===== src/rtl/timer2_defines.vh =====
// timer2_defines.vh: mode codes, widths and reset values for the split-capable timer
// assumes inclusion by bare name from the timer design files
`ifndef TIMER2_DEFINES_VH
`define TIMER2_DEFINES_VH
`define T2_MODE_AR_EXT 2'h0
`define T2_MODE_AR_TRIG 2'h1
`define T2_MODE_CAPTURE 2'h2
`define T2_MODE_CAP_ZERO 2'h3
`define T2_COUNT_RST 16'h0000
`define T2_RELOAD_RST 16'h0000
`define T2_BYTE_MAX 8'hff
`define T2_WORD_MAX 16'hffff
`define T2_SRC_W 3
`define T2_LSRC_W 2
`endif


===== src/rtl/timer2_core.v =====
// timer2_core.v: 16-bit timer/counter with reload, capture, auto-zero and split mode
// assumes tick inputs are one-cycle pulses synchronous to sys_clk; software
// flag clears arrive as one-cycle pulses; all control bits are plain ports
//
// Overview of operation
// - 16-bit counter, timer ticks or external events
// - mode chosen by control and mode bits
// - mode 0 reloads on overflow, flag interrupt blockable
// - falling edge enable sets external event flag
// - rising edge enable does same on rise
// - external input picked from eight candidates
// - each 16-bit overflow pulses the exported event
// - mode 1 counts to ffff, reloads, flags
// - mode 1 enabled edge also reloads, flags
// - either flag requests the shared interrupt
// - mode 2 edge captures count, flags
// - mode 3 capture edge also zeroes count
// - split: two 8-bit counters with reloads
// - split runs separate; auto-stop clears low run
// - split rollovers set high and low flags
// - split flags only cleared by software
// - split export follows low byte overflow
// - bit select maps control bits 5,4
// - split mode 1 mirrors mode 1
module timer2_core #(
  parameter NUM_EXT = 8
) (
  input wire sys_clk,
  input wire rst_n,
  input wire clk_en,
  input wire [NUM_EXT-1:0] ext_inputs,
  input wire [2:0] ext_select,
  input wire [7:0] high_src_ticks,
  input wire [2:0] high_src_select,
  input wire [3:0] low_src_ticks,
  input wire [1:0] low_src_select,
  input wire timer_tick,
  input wire counter_tick,
  input wire timer_counter_select,
  input wire [1:0] mode_select,
  input wire main_run,
  input wire low_run_set,
  input wire low_run_clear,
  input wire low_run_auto_stop,
  input wire split_enable,
  input wire ext_fall_enable,
  input wire ext_rise_enable,
  input wire overflow_irq_block,
  input wire irq_enable,
  input wire bit_function_select,
  input wire ctrl_bit5_wdata,
  input wire ctrl_bit4_wdata,
  input wire ctrl_bits_wr,
  input wire overflow_flag_clear,
  input wire ext_event_flag_clear,
  input wire count_wr,
  input wire [15:0] count_wdata,
  input wire reload_wr,
  input wire [15:0] reload_wdata,
  output reg [7:0] count_high,
  output reg [7:0] count_low,
  output reg [7:0] reload_capture_high,
  output reg [7:0] reload_capture_low,
  output reg overflow_flag,
  output reg ext_event_flag,
  output reg low_overflow_flag,
  output reg low_run,
  output reg rx_baud_select,
  output reg tx_baud_select,
  output reg low_overflow_irq_enable,
  output reg overflow_event_out,
  output reg low_overflow_event_out,
  output reg irq_r
);
`include "timer2_defines.vh"

  ////////////////////////////////////////////////////////////////////////////
  // external trigger selection and edge detection

  wire selected_ext_input;
  wire ext_rise;
  wire ext_fall;

  assign selected_ext_input = ext_inputs[ext_select];

  edge_sync u_edge_sync (
    .sys_clk(sys_clk),
    .rst_n(rst_n),
    .clk_en(clk_en),
    .din(selected_ext_input),
    .rise_r(ext_rise),
    .fall_r(ext_fall)
  );

  wire ext_event_set;
  assign ext_event_set = (ext_fall_enable & ext_fall)
                       | (ext_rise_enable & ext_rise);

  ////////////////////////////////////////////////////////////////////////////
  // count sources

  // indexed eight-way mux function, shared by high and low clock choices
  function pick8;
    input [7:0] v;
    input [2:0] s;
    begin
      pick8 = v[s];
    end
  endfunction

  wire word_tick;
  wire high_tick;
  wire low_tick;
  assign word_tick = timer_counter_select ? counter_tick : timer_tick;
  assign high_tick = pick8(high_src_ticks, high_src_select);
  assign low_tick = pick8({4'h0, low_src_ticks}, {1'b0, low_src_select});

  wire [15:0] count_word;
  assign count_word = {count_high, count_low};

  // mode code compare, shared by the reload, capture and zero paths
  function mode_is;
    input [1:0] m;
    input [1:0] code;
    begin
      mode_is = (m == code);
    end
  endfunction

  wire is_reload_mode;
  wire is_capture_mode;
  assign is_reload_mode = mode_is(mode_select, `T2_MODE_AR_EXT)
                        | mode_is(mode_select, `T2_MODE_AR_TRIG);
  assign is_capture_mode = ~is_reload_mode;

  ////////////////////////////////////////////////////////////////////////////
  // overflow and edge actions

  wire word_inc;
  wire word_ovf;
  wire high_inc;
  wire high_ovf;
  wire low_inc;
  wire low_ovf;
  wire edge_reload;
  wire edge_capture;
  wire edge_zero;

  assign word_inc = ~split_enable & main_run & word_tick;
  assign word_ovf = word_inc & (count_word == `T2_WORD_MAX);
  assign high_inc = split_enable & main_run & high_tick;
  assign high_ovf = high_inc & (count_high == `T2_BYTE_MAX);
  assign low_inc = split_enable & low_run & low_tick;
  assign low_ovf = low_inc & (count_low == `T2_BYTE_MAX);

  // mode 0 edges only flag; mode 1 edges also reload
  assign edge_reload = ext_event_set & mode_is(mode_select, `T2_MODE_AR_TRIG);
  assign edge_capture = ext_event_set & is_capture_mode;
  assign edge_zero = ext_event_set & mode_is(mode_select, `T2_MODE_CAP_ZERO);

  ////////////////////////////////////////////////////////////////////////////
  // counter and reload/capture registers

  reg [7:0] count_high_nxt;
  reg [7:0] count_low_nxt;

  // priority: software write, then edge action, then overflow reload, then count
  always @* begin
    count_high_nxt = count_high;
    count_low_nxt = count_low;
    if (count_wr) begin
      count_high_nxt = count_wdata[15:8];
      count_low_nxt = count_wdata[7:0];
    end else if (!split_enable) begin
      if (edge_zero) begin
        count_high_nxt = 8'h00;
        count_low_nxt = 8'h00;
      end else if (edge_reload || (word_ovf && is_reload_mode)) begin
        count_high_nxt = reload_capture_high;
        count_low_nxt = reload_capture_low;
      end else if (word_inc) begin
        {count_high_nxt, count_low_nxt} = count_word + 16'h0001;
      end
    end else begin
      // split halves: high keeps the mode behaviour, low reloads on rollover
      if (edge_zero) begin
        count_high_nxt = 8'h00;
      end else if (edge_reload || (high_ovf && is_reload_mode)) begin
        count_high_nxt = reload_capture_high;
      end else if (high_inc) begin
        count_high_nxt = count_high + 8'h01;
      end
      if (low_ovf) begin
        count_low_nxt = reload_capture_low;
      end else if (low_inc) begin
        count_low_nxt = count_low + 8'h01;
      end
    end
  end

  always @(posedge sys_clk) begin
    if (!rst_n) begin
      {count_high, count_low} <= `T2_COUNT_RST;
      {reload_capture_high, reload_capture_low} <= `T2_RELOAD_RST;
    end else if (clk_en) begin
      count_high <= count_high_nxt;
      count_low <= count_low_nxt;
      if (edge_capture) begin
        reload_capture_high <= count_high;
        if (!split_enable) begin
          reload_capture_low <= count_low;
        end
      end else if (reload_wr) begin
        reload_capture_high <= reload_wdata[15:8];
        reload_capture_low <= reload_wdata[7:0];
      end
    end
  end

  ////////////////////////////////////////////////////////////////////////////
  // flags, run control and control-bit sharing

  wire ovf_set;
  assign ovf_set = split_enable ? high_ovf : word_ovf;

  reg overflow_flag_nxt;
  reg ext_event_flag_nxt;
  reg low_overflow_flag_nxt;
  reg low_run_nxt;

  // hardware only sets the flags; a set in the same cycle as a clear wins,
  // so an event that lands on a software clear is never lost
  always @* begin
    overflow_flag_nxt = ovf_set | (overflow_flag & ~overflow_flag_clear);
    ext_event_flag_nxt = ext_event_set | (ext_event_flag & ~ext_event_flag_clear);
    if (ctrl_bits_wr && bit_function_select) begin
      // a write of bit 5 is the only path that lowers this flag
      low_overflow_flag_nxt = low_ovf | ctrl_bit5_wdata;
    end else begin
      low_overflow_flag_nxt = low_overflow_flag | low_ovf;
    end
    // auto-stop outranks a simultaneous software start
    if (split_enable && high_ovf && low_run_auto_stop) begin
      low_run_nxt = 1'b0;
    end else if (low_run_set) begin
      low_run_nxt = 1'b1;
    end else if (low_run_clear) begin
      low_run_nxt = 1'b0;
    end else begin
      low_run_nxt = low_run;
    end
  end

  always @(posedge sys_clk) begin
    if (!rst_n) begin
      overflow_flag <= 1'b0;
      ext_event_flag <= 1'b0;
      low_overflow_flag <= 1'b0;
      low_overflow_irq_enable <= 1'b0;
      rx_baud_select <= 1'b0;
      tx_baud_select <= 1'b0;
      low_run <= 1'b0;
    end else if (clk_en) begin
      overflow_flag <= overflow_flag_nxt;
      ext_event_flag <= ext_event_flag_nxt;
      low_overflow_flag <= low_overflow_flag_nxt;
      low_run <= low_run_nxt;
      // bits 5 and 4 share one write port, steered by the function select
      if (ctrl_bits_wr && bit_function_select) begin
        low_overflow_irq_enable <= ctrl_bit4_wdata;
      end
      if (ctrl_bits_wr && !bit_function_select) begin
        rx_baud_select <= ctrl_bit5_wdata;
        tx_baud_select <= ctrl_bit4_wdata;
      end
    end
  end

  ////////////////////////////////////////////////////////////////////////////
  // exported events and interrupt request

  reg irq_nxt;

  // irq follows registered flags, so it lags a flag by one cycle; the low flag
  // only counts in split mode, where its enable bit has a meaning
  always @* begin
    irq_nxt = (overflow_flag & ~overflow_irq_block) | ext_event_flag;
    if (split_enable && low_overflow_irq_enable) begin
      irq_nxt = irq_nxt | low_overflow_flag;
    end
    irq_nxt = irq_nxt & irq_enable;
  end

  always @(posedge sys_clk) begin
    if (!rst_n) begin
      overflow_event_out <= 1'b0;
      low_overflow_event_out <= 1'b0;
      irq_r <= 1'b0;
    end else if (clk_en) begin
      overflow_event_out <= split_enable ? low_ovf : word_ovf;
      low_overflow_event_out <= low_ovf;
      irq_r <= irq_nxt;
    end
  end
endmodule // timer2_core


===== src/rtl/edge_sync.v =====
// edge_sync.v: two-stage synchroniser with single-cycle rise and fall pulses
// assumes the input is asynchronous-safe level and the clock enable gates all state
module edge_sync (
  input wire sys_clk,
  input wire rst_n,
  input wire clk_en,
  input wire din,
  output reg rise_r,
  output reg fall_r
);
  reg meta_r;
  reg sync_r;
  reg prev_r;
  // edges wait until the pipe holds real samples, so a pin idling high
  // gives no false rise right after reset
  reg [2:0] fill_r;

  always @(posedge sys_clk) begin
    if (!rst_n) begin
      meta_r <= 1'b0;
      sync_r <= 1'b0;
      prev_r <= 1'b0;
      fill_r <= 3'h0;
      rise_r <= 1'b0;
      fall_r <= 1'b0;
    end else if (clk_en) begin
      meta_r <= din;
      sync_r <= meta_r;
      prev_r <= sync_r;
      fill_r <= {fill_r[1:0], 1'b1};
      rise_r <= fill_r[2] & sync_r & ~prev_r;
      fall_r <= fill_r[2] & ~sync_r & prev_r;
    end
  end
endmodule // edge_sync


===== config.mk =====
export PLATFORM = sky130hd
export DESIGN_NAME = timer2_core
export DESIGN_NICKNAME = d
export VERILOG_FILES = /design/src/rtl/timer2_core.v /design/src/rtl/edge_sync.v
export VERILOG_INCLUDE_DIRS = /design/src /design/src/rtl
export SDC_FILE = /design/constraint.sdc
export NUM_CORES = 1
export LEC_CHECK = 0
export BUFFER_PORTS_ARGS = -buffer_cell sky130_fd_sc_hd__buf_2
export CAP_MARGIN = 30
export CORE_ASPECT_RATIO = 0.5
export CORE_MARGIN = 2
export CORE_UTILIZATION = 49
export DETAILED_ROUTE_END_ITERATION = 12
export GPL_TIMING_DRIVEN = 0
export PLACE_DENSITY_LB_ADDON = 0.3
export SYNTH_ARGS = -nofsm -noshare
export SYNTH_HDL_FRONTEND = slang
export SYNTH_SLANG_ARGS = --single-unit

===== constraint.sdc =====
create_clock -name sys_clk -period 3 [get_ports sys_clk]
set_clock_uncertainty 0.05 [all_clocks]
set_input_delay 0.3 -clock sys_clk [delete_from_list [all_inputs] [get_ports sys_clk]]
set_output_delay 0.3 -clock sys_clk [all_outputs]
set_load 0.05 [all_outputs]

Word level (Yosys, flattened, before mapping) --
Cells that the tools add are included.
Storage, ports and cells: register bits 50, latch bits 0, logic and storage cells 126, memory bits (writable) 0, ROM bits 0, bits of input ports 85, memories 0
Cells by class: magnitude comparators 3, bitwise operators 37, $add $sub $neg 3, eq/ne operators 8, reductions and logical operators 21, div/mod/pow operators 0, multiply operators 0, multiplexer cells 34, shift operators 0
Operator list (number):
- $mux 8 | 20
- $and 1x1->1 | 22
- $add 16x1->16 const B | 1
- $add 8x1->8 const B | 2
- $eq 16x16->1 const B | 1
- $eq 8x8->1 const B | 2
- $mux 1 | 11
- $reduce_and 3->1 | 3
- $lt 3x4->1 const B | 2
- $or 1x1->1 | 8
- $reduce_and 2->1 | 4
- $logic_and 1x1->1 | 7
- $not 1->1 | 7
- $bmux 1 s3 | 2
- $ne 5x1->1 const B | 1
- $reduce_bool 5->1 | 1
- $lt 2x4->1 const B | 1
- $ne 4x1->1 const B | 1
- $reduce_bool 3->1 | 1
- $bmux 1 s2 | 1
- $eq 2x1->1 const B | 1
- $eq 2x2->1 const B | 1
- $logic_not 2->1 | 1
- $logic_or 1x1->1 | 2
- other kinds (3) | 3

Depth between registers and ports, before layout --
Gate-level depths: netlist of the first run.
word-level depth 10, depth in mapped cells 10, depth with buffers taken out 8

Hierarchy --
A second synthesis of the first run with hierarchy kept.
Unflattened totals: cell total of the unflattened synthesis 391, area total of the unflattened synthesis 3246.9 µm²
Modules (own cells, without submodules):
- timer2_core | area an instance 2941.6 µm², seq. area each 840.8 µm², times used 1, cells an instance 365
- edge_sync | area an instance 305.3 µm², seq. area each 160.2 µm², times used 1, cells an instance 26

Least setup slack after synthesis of the first run --
OpenSTA, ideal clock, no wires.
kind register -> register, start point register count_low[0], end point register count_low[5], required time 2.833 ns, stages on the path, launching flop included 11, arrival 2.426 ns, buffers on the path 2, setup time 0.117 ns, path slack 0.406 ns, cell sequence dfxtp_1 -> ha_1 -> nand4_1 -> nor2_2 -> a31o_1 -> buf_6 -> o22a_4 -> buf_6 -> nor4_1 -> a221o_1 -> a32o_1
On the way: word-level cells in the longest chain between the ends 8, elaborated cells on any way between the ends 18
RTL lines:
- start, declared | line timer2_core.v:61 | output reg [7:0] count_low,
- start signal, assigned | line timer2_core.v:203 | {count_high, count_low} <= `T2_COUNT_RST;
- start signal, assigned | line timer2_core.v:207 | count_low <= count_low_nxt;
- parallel branches: the longest is 8 deep, another holds $add 16x1->16
Several ways; the timed one is not identified. The select of a mux whose other input is x is not followed. A chain may end at the register's enable or synchronous reset.

Worst setup path in the final report of the first run --
start point register count_low[0], end point register count_high[5]
On the way: word-level cells in the longest chain between the ends 8, elaborated cells on any way between the ends 12
RTL lines:
- parallel branches: the longest is 8 deep, another holds $add 16x1->16
- end signal, assigned | line timer2_core.v:203
- end signal, assigned | line timer2_core.v:206 | count_high <= count_high_nxt;
- end, declared | line timer2_core.v:60 | output reg [7:0] count_high,
Several ways; the timed one is not identified. The select of a mux whose other input is x is not followed.

==> Implementation_results.wiki, run 1 <==
{| class="wikitable"
! Metric !! Value
|-
| Max Cap Violations || 0
|-
| DR iter-0 viols || 320
|-
| Post-Syn Nets || 471
|-
| Number of design rule violations left after detail routing || 0
|-
| Slew margin rel. || 46.2%
|-
| Total of flip-flops plus latches after synthesis || 50
|-
| Routed wire length || 9520 µm
|-
| Half-perimeter wire length after detailed placement || 7160 µm
|-
| Number of failing hold endpoints at the final stage || 0
|-
| Starting Density || 51.2%
|-
| Top-level port count || 127
|-
| Clock latency reported for the late side of the worst-skew pair || 300 ps
|-
| Cell variety after synth || 57
|-
| Total CTS buffers || 5
|-
| Total die area || 0.00707 mm²
|-
| Transition time at the pin with the least slew margin || 808 ps
|-
| Post-route setup TNS || 0 ps
|-
| Critical register-to-register path startpoint || count_low[0]
|-
| Top_reg_cell synth || dfxtp_1
|-
| Clock slew at the register clock pins of the worst setup and hold paths || 70 ps
|-
| Final Cell Area || 0.00401 mm²
|-
| Post-synthesis cell area || 0.00313 mm²
|-
| Worst Reg-to-Reg Cells || 9
|-
| Power density cells || 434 mW/mm²
|-
| Share of post-route cells with drive strength above 1 || 29.6%
|-
| Cell count of the worst hold path || 3
|-
| Maximum number of pins on one net before global-route repair || 16
|-
| Hold Crit Start || ctrl_bit5_wdata
|-
| CTS H-Tree Depth || 2
|-
| Setup Slack @ Placement || 349 ps
|-
| Critical path arrival || 2870 ps
|-
| Proportion of register bits with asynchronous set or reset after synthesis || 0%
|-
| Part of the cycle the worst path needs || 91.3%
|-
| Category of the worst setup path capture point || register
|-
| Routed WL per cell || 15.7 µm
|-
| Post-CTS Hold Fix Bufs || 0
|-
| Outcome || finished clean
|-
| Floorplan die width || 117 µm
|-
| Library cell with the largest summed area after synthesis || dfxtp_1
|-
| Data required time at the worst endpoint || 3130 ps
|-
| Share of synthesized area occupied by flip-flops and latches || 32.0%
|-
| Number of enable flip-flop cells after synthesis || 0
|-
| Fin crit period || 2740 ps
|-
| Antenna diode instance count || 0
|-
| Clock tree from TritonCTS || built
|-
| GP Congestion || 0.882
|-
| Number of gates resized after CTS || 0
|-
| First-pass GRT wire length || 15200 µm
|-
| Maximum clock frequency || 0.365 GHz
|-
| Most frequent cells in the layout || buf_2 (130), dfxtp_1 (50), nand2_1 (48)
|-
| Floorplan die height || 60.5 µm
|-
| Post-route antenna net violation count || 0
|-
| Number of buffers inserted to repair setup after CTS || 0
|-
| Maximum resistive drop on vdd || 0.325 mV
|-
| Initial antenna violation count || 0
|-
| Critical Path Source Type || register
|-
| TritonCTS sink count || 50
|-
| Overall Global Routing Usage || 28.0%
|-
| Placed cell areas || 0.00386 mm²
|-
| Number of nets in the layout || 603
|-
| Overall power after layout || 1740 µW
|-
| Critical Path Source || count_low[0]
|-
| Most area-consuming cells after synthesis || dfxtp_1 (32%), nand3_1 (6.1%), nand2_1 (5.8%)
|-
| Per-instance average area after synthesis || 8.14 µm²
|-
| Setup repair after global routing missed its margin || no
|-
| Static power due to leakage || 0.00191 µW
|-
| Number of optimization iterations in the first detailed-route pass || 5
|-
| Row count || 20
|-
| Worst Path Max Fanout || 10
|-
| Final Setup Violations || 0
|-
| Count of input and output buffers || 125
|-
| Number of buffers between clock root and the deepest sink || 2
|-
| Instance count of the mapped netlist || 384
|-
| Fin worst setup slack || 260 ps
|-
| Detailed-route vias per instance || 5.91
|-
| Layout-stage area growth over the synthesis result || 28.1%
|-
| Vias in the first global route || 3295
|-
| Top cell type's share of synthesized area || 32.0%
|-
| Buffer type at the clock tree root || clkbuf_16
|-
| Worst Hold Class || primary input to register
|-
| Most frequent standard cell in the layout excluding fill and tap cells || buf_2
|-
| Final global-route overflow total || 0
|-
| Count of pins over their slew limit || 0
|-
| Core region area || 0.00611 mm²
|-
| Ys Warns || 0
|-
| Crit path kind || register to register
|-
| Via count || 3577
|}
area by class of cell:
cell class                 instances  area [µm²]
fill                             564        2100
multi-input combinational        300        1970
sequential                        50        1000
timing repair buffer             125         626
buffer                            29         135
clock buffer                       6         129
tap                               88         110
inverter                           5        18.8
clock inverter                     2        13.8
where the power goes:
group,total [µW],internal [µW],switching [µW]
clock,566,310,257
combinational,424,156,268
sequential,747,702,44.8
total,1740,1170,570
kinds of logic (layout without fill, tap and decap cells):
| logic type | Yosys count | in the layout | synth area share [%] |
|---|---|---|---|
| muxes | 16 | 16 | 6.40 |
| buffers and inverters | 34 | 167 | 4.92 |
| DFF | 50 | 50 | 32.0 |
| adders and majority gates | 2 | 2 | 0.800 |
| AOI/OAI and AO/OA | 115 | 115 | 26.9 |
| and+or+nand+nor | 152 | 152 | 24.8 |
| xor gates and xnor gates | 15 | 15 | 4.20 |
worst max-delay path, stage by stage, from the launching register on:
cell and delay, ps:
dfxtp_1 440, ha_1 260, nand4_1 260, nor2_2 360
a31o_1 220, buf_6 150, clkbuf_1 350, o21ai_0 160
o221ai_1 250, a31oi_1 120
metrics by stage:
stage / utilization, % / hold slack (ps) / instances
2_1_floorplan: - / 377 / 384
3_3_place_gp: 63.3 / 392 / 597
3_5_place_dp: 63.3 / 393 / 597
4_1_cts: 65.6 / 211 / 605
5_1_grt: 65.6 / 220 / 605
6_report: 65.6 / 208 / 605
sequential cells by signal (all words and copies together) (netlist names), 3 cells and up:
| signal | flops |
|---|---|
| reload_capture_high | 8 |
| u_edge_sync.fill_r | 3 |
| reload_capture_low | 8 |
| count_low | 8 |
| count_high | 8 |
Yosys cell counts, types with 3 or more instances:
library cell / number
dfxtp_1: 50
nand2_1: 48
nand3_1: 38
o21ai_0: 28
clkbuf_1: 17
o211a_1: 17
a21oi_1: 15
nor2b_1: 15
a31oi_1: 12
nor2_1: 12
mux2i_1: 11
xnor2_1: 10
o221ai_1: 7
a32o_1: 6
and3_1: 6
nand2b_1: 6
and2_1: 5
buf_2: 5
inv_1: 5
nor3_1: 5
xor2_1: 5
a22oi_1: 4
a21o_1: 3
a221o_1: 3
buf_1: 3
mux4_2: 3
nand3b_1: 3
nor4_1: 3
path summary, 6_finish.rpt:
kind | slack, ps | endpoint
worst max-delay path | 260 | count_high[5]
worst min-delay path | 210 | low_overflow_flag
worst max register to register | 260 | count_high[5]
worst min register to register | 410 | u_edge_sync.fill_r[0]
routing by layer:
metal / track usage, % / routed length [µm] / vias to the layer above
met2: 46.7 / 4370 / 169
met1: 36.4 / 4170 / 1699
met3: 7.39 / 858 / 16
li1: - / - / 1693
met5: 0 / 0 / -
met4: 8.40 / 121 / 0
No activity file was read; power rests on OpenSTA's default activity.
==> run 2: changes to the inputs <==
Settings changed: PLACE_DENSITY set to 0.81, PLACE_DENSITY_LB_ADDON 0.3 to not set.
==> run 2 against run 1 <==
Net effect: global-route usage fell by 0.14 points; die area did not move; first-iteration DRC count rose by 8.8%; largest cell class unchanged.
==> Implementation_results.wiki, run 2 (synthesis gave the netlist of run 1 again) <==
{| class="wikitable"
! Metric !! Value
|-
| Outcome || finished clean
|-
| TritonCTS sink count || 50
|-
| Row count || 20
|-
| First-pass GRT wire length || 15300 µm
|-
| Most frequent cells in the layout || buf_2 (130), dfxtp_1 (50), nand2_1 (48)
|-
| Antenna diode instance count || 0
|-
| Switching power || 571 µW
|-
| Critical Path Source Type || register
|-
| Number of failing hold endpoints at the final stage || 0
|-
| Vias in the first global route || 3196
|-
| Post-CTS Hold Fix Bufs || 0
|-
| Part of the cycle the worst path needs || 89.8%
|-
| Via count || 3594
|-
| Overall Global Routing Usage || 27.8%
|-
| GP Congestion || 0.926
|-
| Post-route setup TNS || 0 ps
|-
| Layout-stage area growth over the synthesis result || 29.9%
|-
| Initial antenna violation count || 0
|-
| Crit path kind || register to register
|-
| Fin crit period || 2690 ps
|-
| Starting Density || 51.2%
|-
| Most frequent standard cell in the layout excluding fill and tap cells || buf_2
|-
| Final Setup Violations || 0
|-
| Overall power after layout || 1930 µW
|-
| CTS H-Tree Depth || 2
|-
| Top-level port count || 127
|-
| Data required time at the worst endpoint || 3120 ps
|-
| Int Power || 1360 µW
|-
| Count of input and output buffers || 125
|-
| Slew margin rel. || 41.5%
|-
| Hold WS || 221 ps
|-
| Critical path arrival || 2820 ps
|-
| Static power due to leakage || 0.00194 µW
|-
| Switching share of power || 29.6%
|-
| Comb pwr share || 22.2%
|-
| Number of buffers between clock root and the deepest sink || 2
|-
| Post-route antenna net violation count || 0
|-
| Seq pwr share || 38.8%
|-
| Number of gates resized after CTS || 0
|-
| Count of pins over their slew limit || 0
|-
| Worst Hold Class || primary input to register
|-
| Half-perimeter wire length after detailed placement || 7420 µm
|-
| DR iter-0 viols || 348
|-
| M3 GR Usage || 6.19%
|-
| Maximum resistive drop on vdd || 0.256 mV
|-
| Fin worst setup slack || 307 ps
|-
| Routed wire length || 9920 µm
|-
| Register-to-Register Setup Slack || 310 ps
|-
| Fraction of power consumed by the clock network || 39.0%
|-
| Floorplan die height || 60.5 µm
|-
| Category of the worst setup path capture point || register
|-
| Worst Path Max Fanout || 10
|-
| Total CTS buffers || 5
|-
| Number of buffers inserted to repair setup after CTS || 0
|-
| Clock slew at the register clock pins of the worst setup and hold paths || 70 ps
|-
| GR Layer Usage met1 || 38.9%
|-
| Total die area || 0.00707 mm²
|-
| Final global-route overflow total || 0
|-
| Setup Slack @ Placement || 497 ps
|-
| Share of post-route cells with drive strength above 1 || 29.8%
|-
| Setup repair after global routing missed its margin || no
|-
| Floorplan die width || 117 µm
|-
| Final standard cell utilization of the core || 66.5%
|-
| Transition time at the pin with the least slew margin || 878 ps
|-
| Clock latency reported for the late side of the worst-skew pair || 290 ps
|-
| Maximum number of pins on one net before global-route repair || 16
|-
| Clock tree from TritonCTS || built
|-
| Maximum clock frequency || 0.371 GHz
|-
| Power density cells || 475 mW/mm²
|-
| Core region area || 0.00611 mm²
|-
| Detailed-route vias per instance || 5.94
|-
| Number of optimization iterations in the first detailed-route pass || 5
|-
| Met2 layer usage reported by global route || 45.1%
|-
| Global-route layer with the greatest usage || met2
|-
| Routed WL per cell || 16.4 µm
|-
| Number of design rule violations left after detail routing || 0
|-
| Max Cap Violations || 0
|-
| Buffer type at the clock tree root || clkbuf_16
|-
| Number of nets in the layout || 603
|}
[run 2: cell count changes in the layout (fill, tap and decap cells not counted)]
cell       before  now
bufinv_16       0    2
clkbuf_1       18   17
clkbuf_8        0    1
clkinv_2        1    0
clkinv_4        1    0
[run 2: path summary, 6_finish.rpt]
check                startpoint                 end  cells past startpoint
max                count_low[0]       count_high[3]                      9
max reg2reg        count_low[0]       count_high[3]                      9
min             count_wdata[12]       count_high[4]                      3
min reg2reg  u_edge_sync.meta_r  u_edge_sync.meta_r                      1
[run 2: power by group through the flow]
stage | combinational [µW] | clock (µW) | sequential [µW]
after floorplan | 173 | 0 | 867
after global placement | 419 | 0 | 760
after detailed placement | 424 | 0 | 761
after CTS | 427 | 754 | 746
after global routing | 460 | 784 | 752
final | 429 | 752 | 748
[run 2: critical path, cell delays in order (launching register included)]
cell and delay (ps):
dfxtp_1 440, ha_1 260, nand4_1 210, nor2_2 350
a31o_1 220, buf_6 150, clkbuf_1 350, o21ai_0 190
o221ai_1 240, a31oi_1 110
[run 2: area by class of cell]
type	instances	area, µm²
buffer	29	135
clock buffer	6	139
clock inverter	2	60.1
fill	555	2040
inverter	5	18.8
multi-input combinational	300	1970
sequential	50	1000
tap	88	110
timing repair buffer	125	626
[run 2: per-stage QoR]
step           area, µm²  std cells
2_1_floorplan       3130        384
3_3_place_gp        3860        597
3_5_place_dp        3860        597
4_1_cts             4060        605
5_1_grt             4060        605
6_report            4060        605
[run 2: routing by layer]
layer	share of wire, %	up-vias
met2	44	181
met3	9.4	14
met5	0	-
li1	-	1689
met4	0.83	0
met1	45	1710
==> run 3: changes to the inputs <==
Settings changed: ABC_CLOCK_PERIOD_IN_PS set to 3000, BUFFER_PORTS_ARGS -buffer_cell sky130_fd_sc_hd__buf_2 to not set, CORE_UTILIZATION 49 to 60, DONT_BUFFER_PORTS set to 1, PLACE_DENSITY 0.81 to 0.76.
==> run 3 against run 2 <==
Net effect: global-route usage rose by 3.2 points; core utilization rose by 0.60 points; critical path depth grew 1; die area is 17% lower; hold slack worse by 130 ps; final area is 18% lower; largest power group is now registers.
==> Implementation_results.wiki, run 3 (synthesis gave the netlist of run 1 again) <==
{| class="wikitable"
! Metric !! Value
|-
| Number of gates resized after CTS || 0
|-
| Fin crit period || 2780 ps
|-
| GP Congestion || 0.866
|-
| Number of buffers between clock root and the deepest sink || 2
|-
| Buffer and inverter count on the worst path || 2
|-
| Most frequent standard cell in the layout excluding fill and tap cells || nand2_1
|-
| Data required time at the worst endpoint || 3150 ps
|-
| Critical Path Source Type || register
|-
| Critical path arrival || 2920 ps
|-
| Number of optimization iterations in the first detailed-route pass || 5
|-
| Detailed-route vias per instance || 6.70
|-
| Number of nets in the layout || 478
|-
| Worst Hold Class || primary input to register
|-
| Most frequent cells in the layout || nand2_1 (48), dfxtp_1 (39), nand3_1 (38)
|-
| Half-perimeter wire length after detailed placement || 6910 µm
|-
| Setup Slack @ Placement || 36.9 ps
|-
| Routed wire length || 9000 µm
|-
| Slew margin rel. || 48.4%
|-
| DR iter-0 viols || 268
|-
| Fill cell count || 446
|-
| Post-CTS Hold Fix Bufs || 0
|-
| Starting Density || 62.8%
|-
| Worst stage delay on the critical path || 560 ps
|-
| Count of input and output buffers || 0
|-
| Core region area || 0.00498 mm²
|-
| Number of failing hold endpoints at the final stage || 0
|-
| Maximum clock frequency || 0.360 GHz
|-
| Static power due to leakage || 0.00135 µW
|-
| Setup repair after global routing missed its margin || no
|-
| CP max-delay cell || dfxtp_2
|-
| Worst Path Max Fanout || 10
|-
| Routed WL per cell || 19.4 µm
|-
| Part of the cycle the worst path needs || 92.6%
|-
| Maximum number of pins on one net before global-route repair || 16
|-
| CTS H-Tree Depth || 2
|-
| Category of the worst setup path capture point || register
|-
| Buffer type at the clock tree root || clkbuf_8
|-
| Share of post-route cells with drive strength above 1 || 9.95%
|-
| Number of buffers inserted to repair setup after CTS || 0
|-
| Critical Path, Cell by Cell || ha_1 -> nand4_1 -> nor2_2 -> a31o_1 -> buf_6 -> o22a_4 -> buf_6 -> nor4_1 -> a221o_1 -> a32o_1
|-
| Overall Global Routing Usage || 31.0%
|-
| Floorplan die width || 106 µm
|-
| Crit path kind || register to register
|-
| Outcome || finished clean
|-
| Total CTS buffers || 5
|-
| Top-level port count || 127
|-
| Fin worst setup slack || 223 ps
|-
| Max Cap Violations || 0
|-
| Vias in the first global route || 2801
|-
| Count of pins over their slew limit || 0
|-
| Floorplan die height || 55.0 µm
|-
| Post-route antenna net violation count || 0
|-
| Power density cells || 471 mW/mm²
|-
| Overall power after layout || 1570 µW
|-
| Clock tree from TritonCTS || built
|-
| Number of design rule violations left after detail routing || 0
|-
| Final global-route overflow total || 0
|-
| Final Setup Violations || 0
|-
| TritonCTS sink count || 50
|-
| Clock latency reported for the late side of the worst-skew pair || 310 ps
|-
| Layout-stage area growth over the synthesis result || 6.84%
|-
| Via count || 3102
|-
| Clock slew at the register clock pins of the worst setup and hold paths || 100 ps
|-
| Total die area || 0.00584 mm²
|-
| Transition time at the pin with the least slew margin || 772 ps
|-
| Initial antenna violation count || 0
|-
| Row count || 18
|-
| Post-route setup TNS || 0 ps
|-
| Maximum resistive drop on vdd || 0.293 mV
|-
| First-pass GRT wire length || 13900 µm
|-
| Cell family contributing the most delay on the critical path || compound AO/OA/AOI/OAI gates
|-
| Most frequent cell on the critical path || buf_6
|}
-- run 3: stage by stage --
| step | utilization (%) | hold slack, ps | instance area, µm² | instances |
|---|---|---|---|---|
| after detailed placement | 64.6 | 399 | 3210 | 454 |
| after global routing | 67.1 | 90.4 | 3340 | 462 |
| after floorplan | - | 377 | 3130 | 384 |
| after global placement | 64.6 | 387 | 3210 | 454 |
| final | 67.1 | 94.9 | 3340 | 463 |
| after CTS | 66.8 | 94.7 | 3320 | 462 |
-- run 3: path summary, 6_finish.rpt --
path	startpoint	to	slack [ps]	depth (start not counted)
setup / recovery	count_low[0]	count_low[5]	220	10
hold / removal	count_wdata[0]	count_low[0]	90	2
setup reg to reg	count_low[0]	count_low[5]	220	10
hold reg to reg	u_edge_sync.fill_r[0]	u_edge_sync.fill_r[0]	420	1
-- run 3: worst register-to-register path, delay by kind of cell, from the launching register on --
kind                     cells  cell delay (ps)
AO/OA/AOI/OAI                4              850
AND/OR/NAND/NOR              3              670
flip-flops                   1              560
buffers and inverters        2              280
adder cells (fa/ha/maj)      1              270
-- run 3: per-layer routing --
metal  GRT usage, %  up-vias  wire length (µm)  part of all wire, %
li1               -     1439                 -                    -
met1           39.5     1497              3830                   43
met2           52.9      154              4100                   46
met3           9.72       12               984                   11
met4           7.68        0                84                 0.93
met5              0        -                 0                    0
-- run 3: power breakdown --
| group | leakage (µW) | total (µW) | switching, µW | internal [µW] |
|---|---|---|---|---|
| sequential | 0.000415 | 871 | 167 | 703 |
| combinational | 0.000888 | 218 | 120 | 97.6 |
| clock | 0.0000514 | 484 | 235 | 249 |
| total | 0.00135 | 1570 | 522 | 1050 |
-- run 3: final cells by class --
cell class              count  area, µm²  share of cell area (%)
diodes                      1       2.50                  0.0749
plain buffers              29        135                    4.04
clock buffers               6       72.6                    2.17
clock inverters             2       37.5                    1.12
inverters                   5       18.8                   0.562
multi-input cells         300       1970                    59.0
flip-flops and latches     50       1010                    30.4
well taps                  70       87.6                    2.62
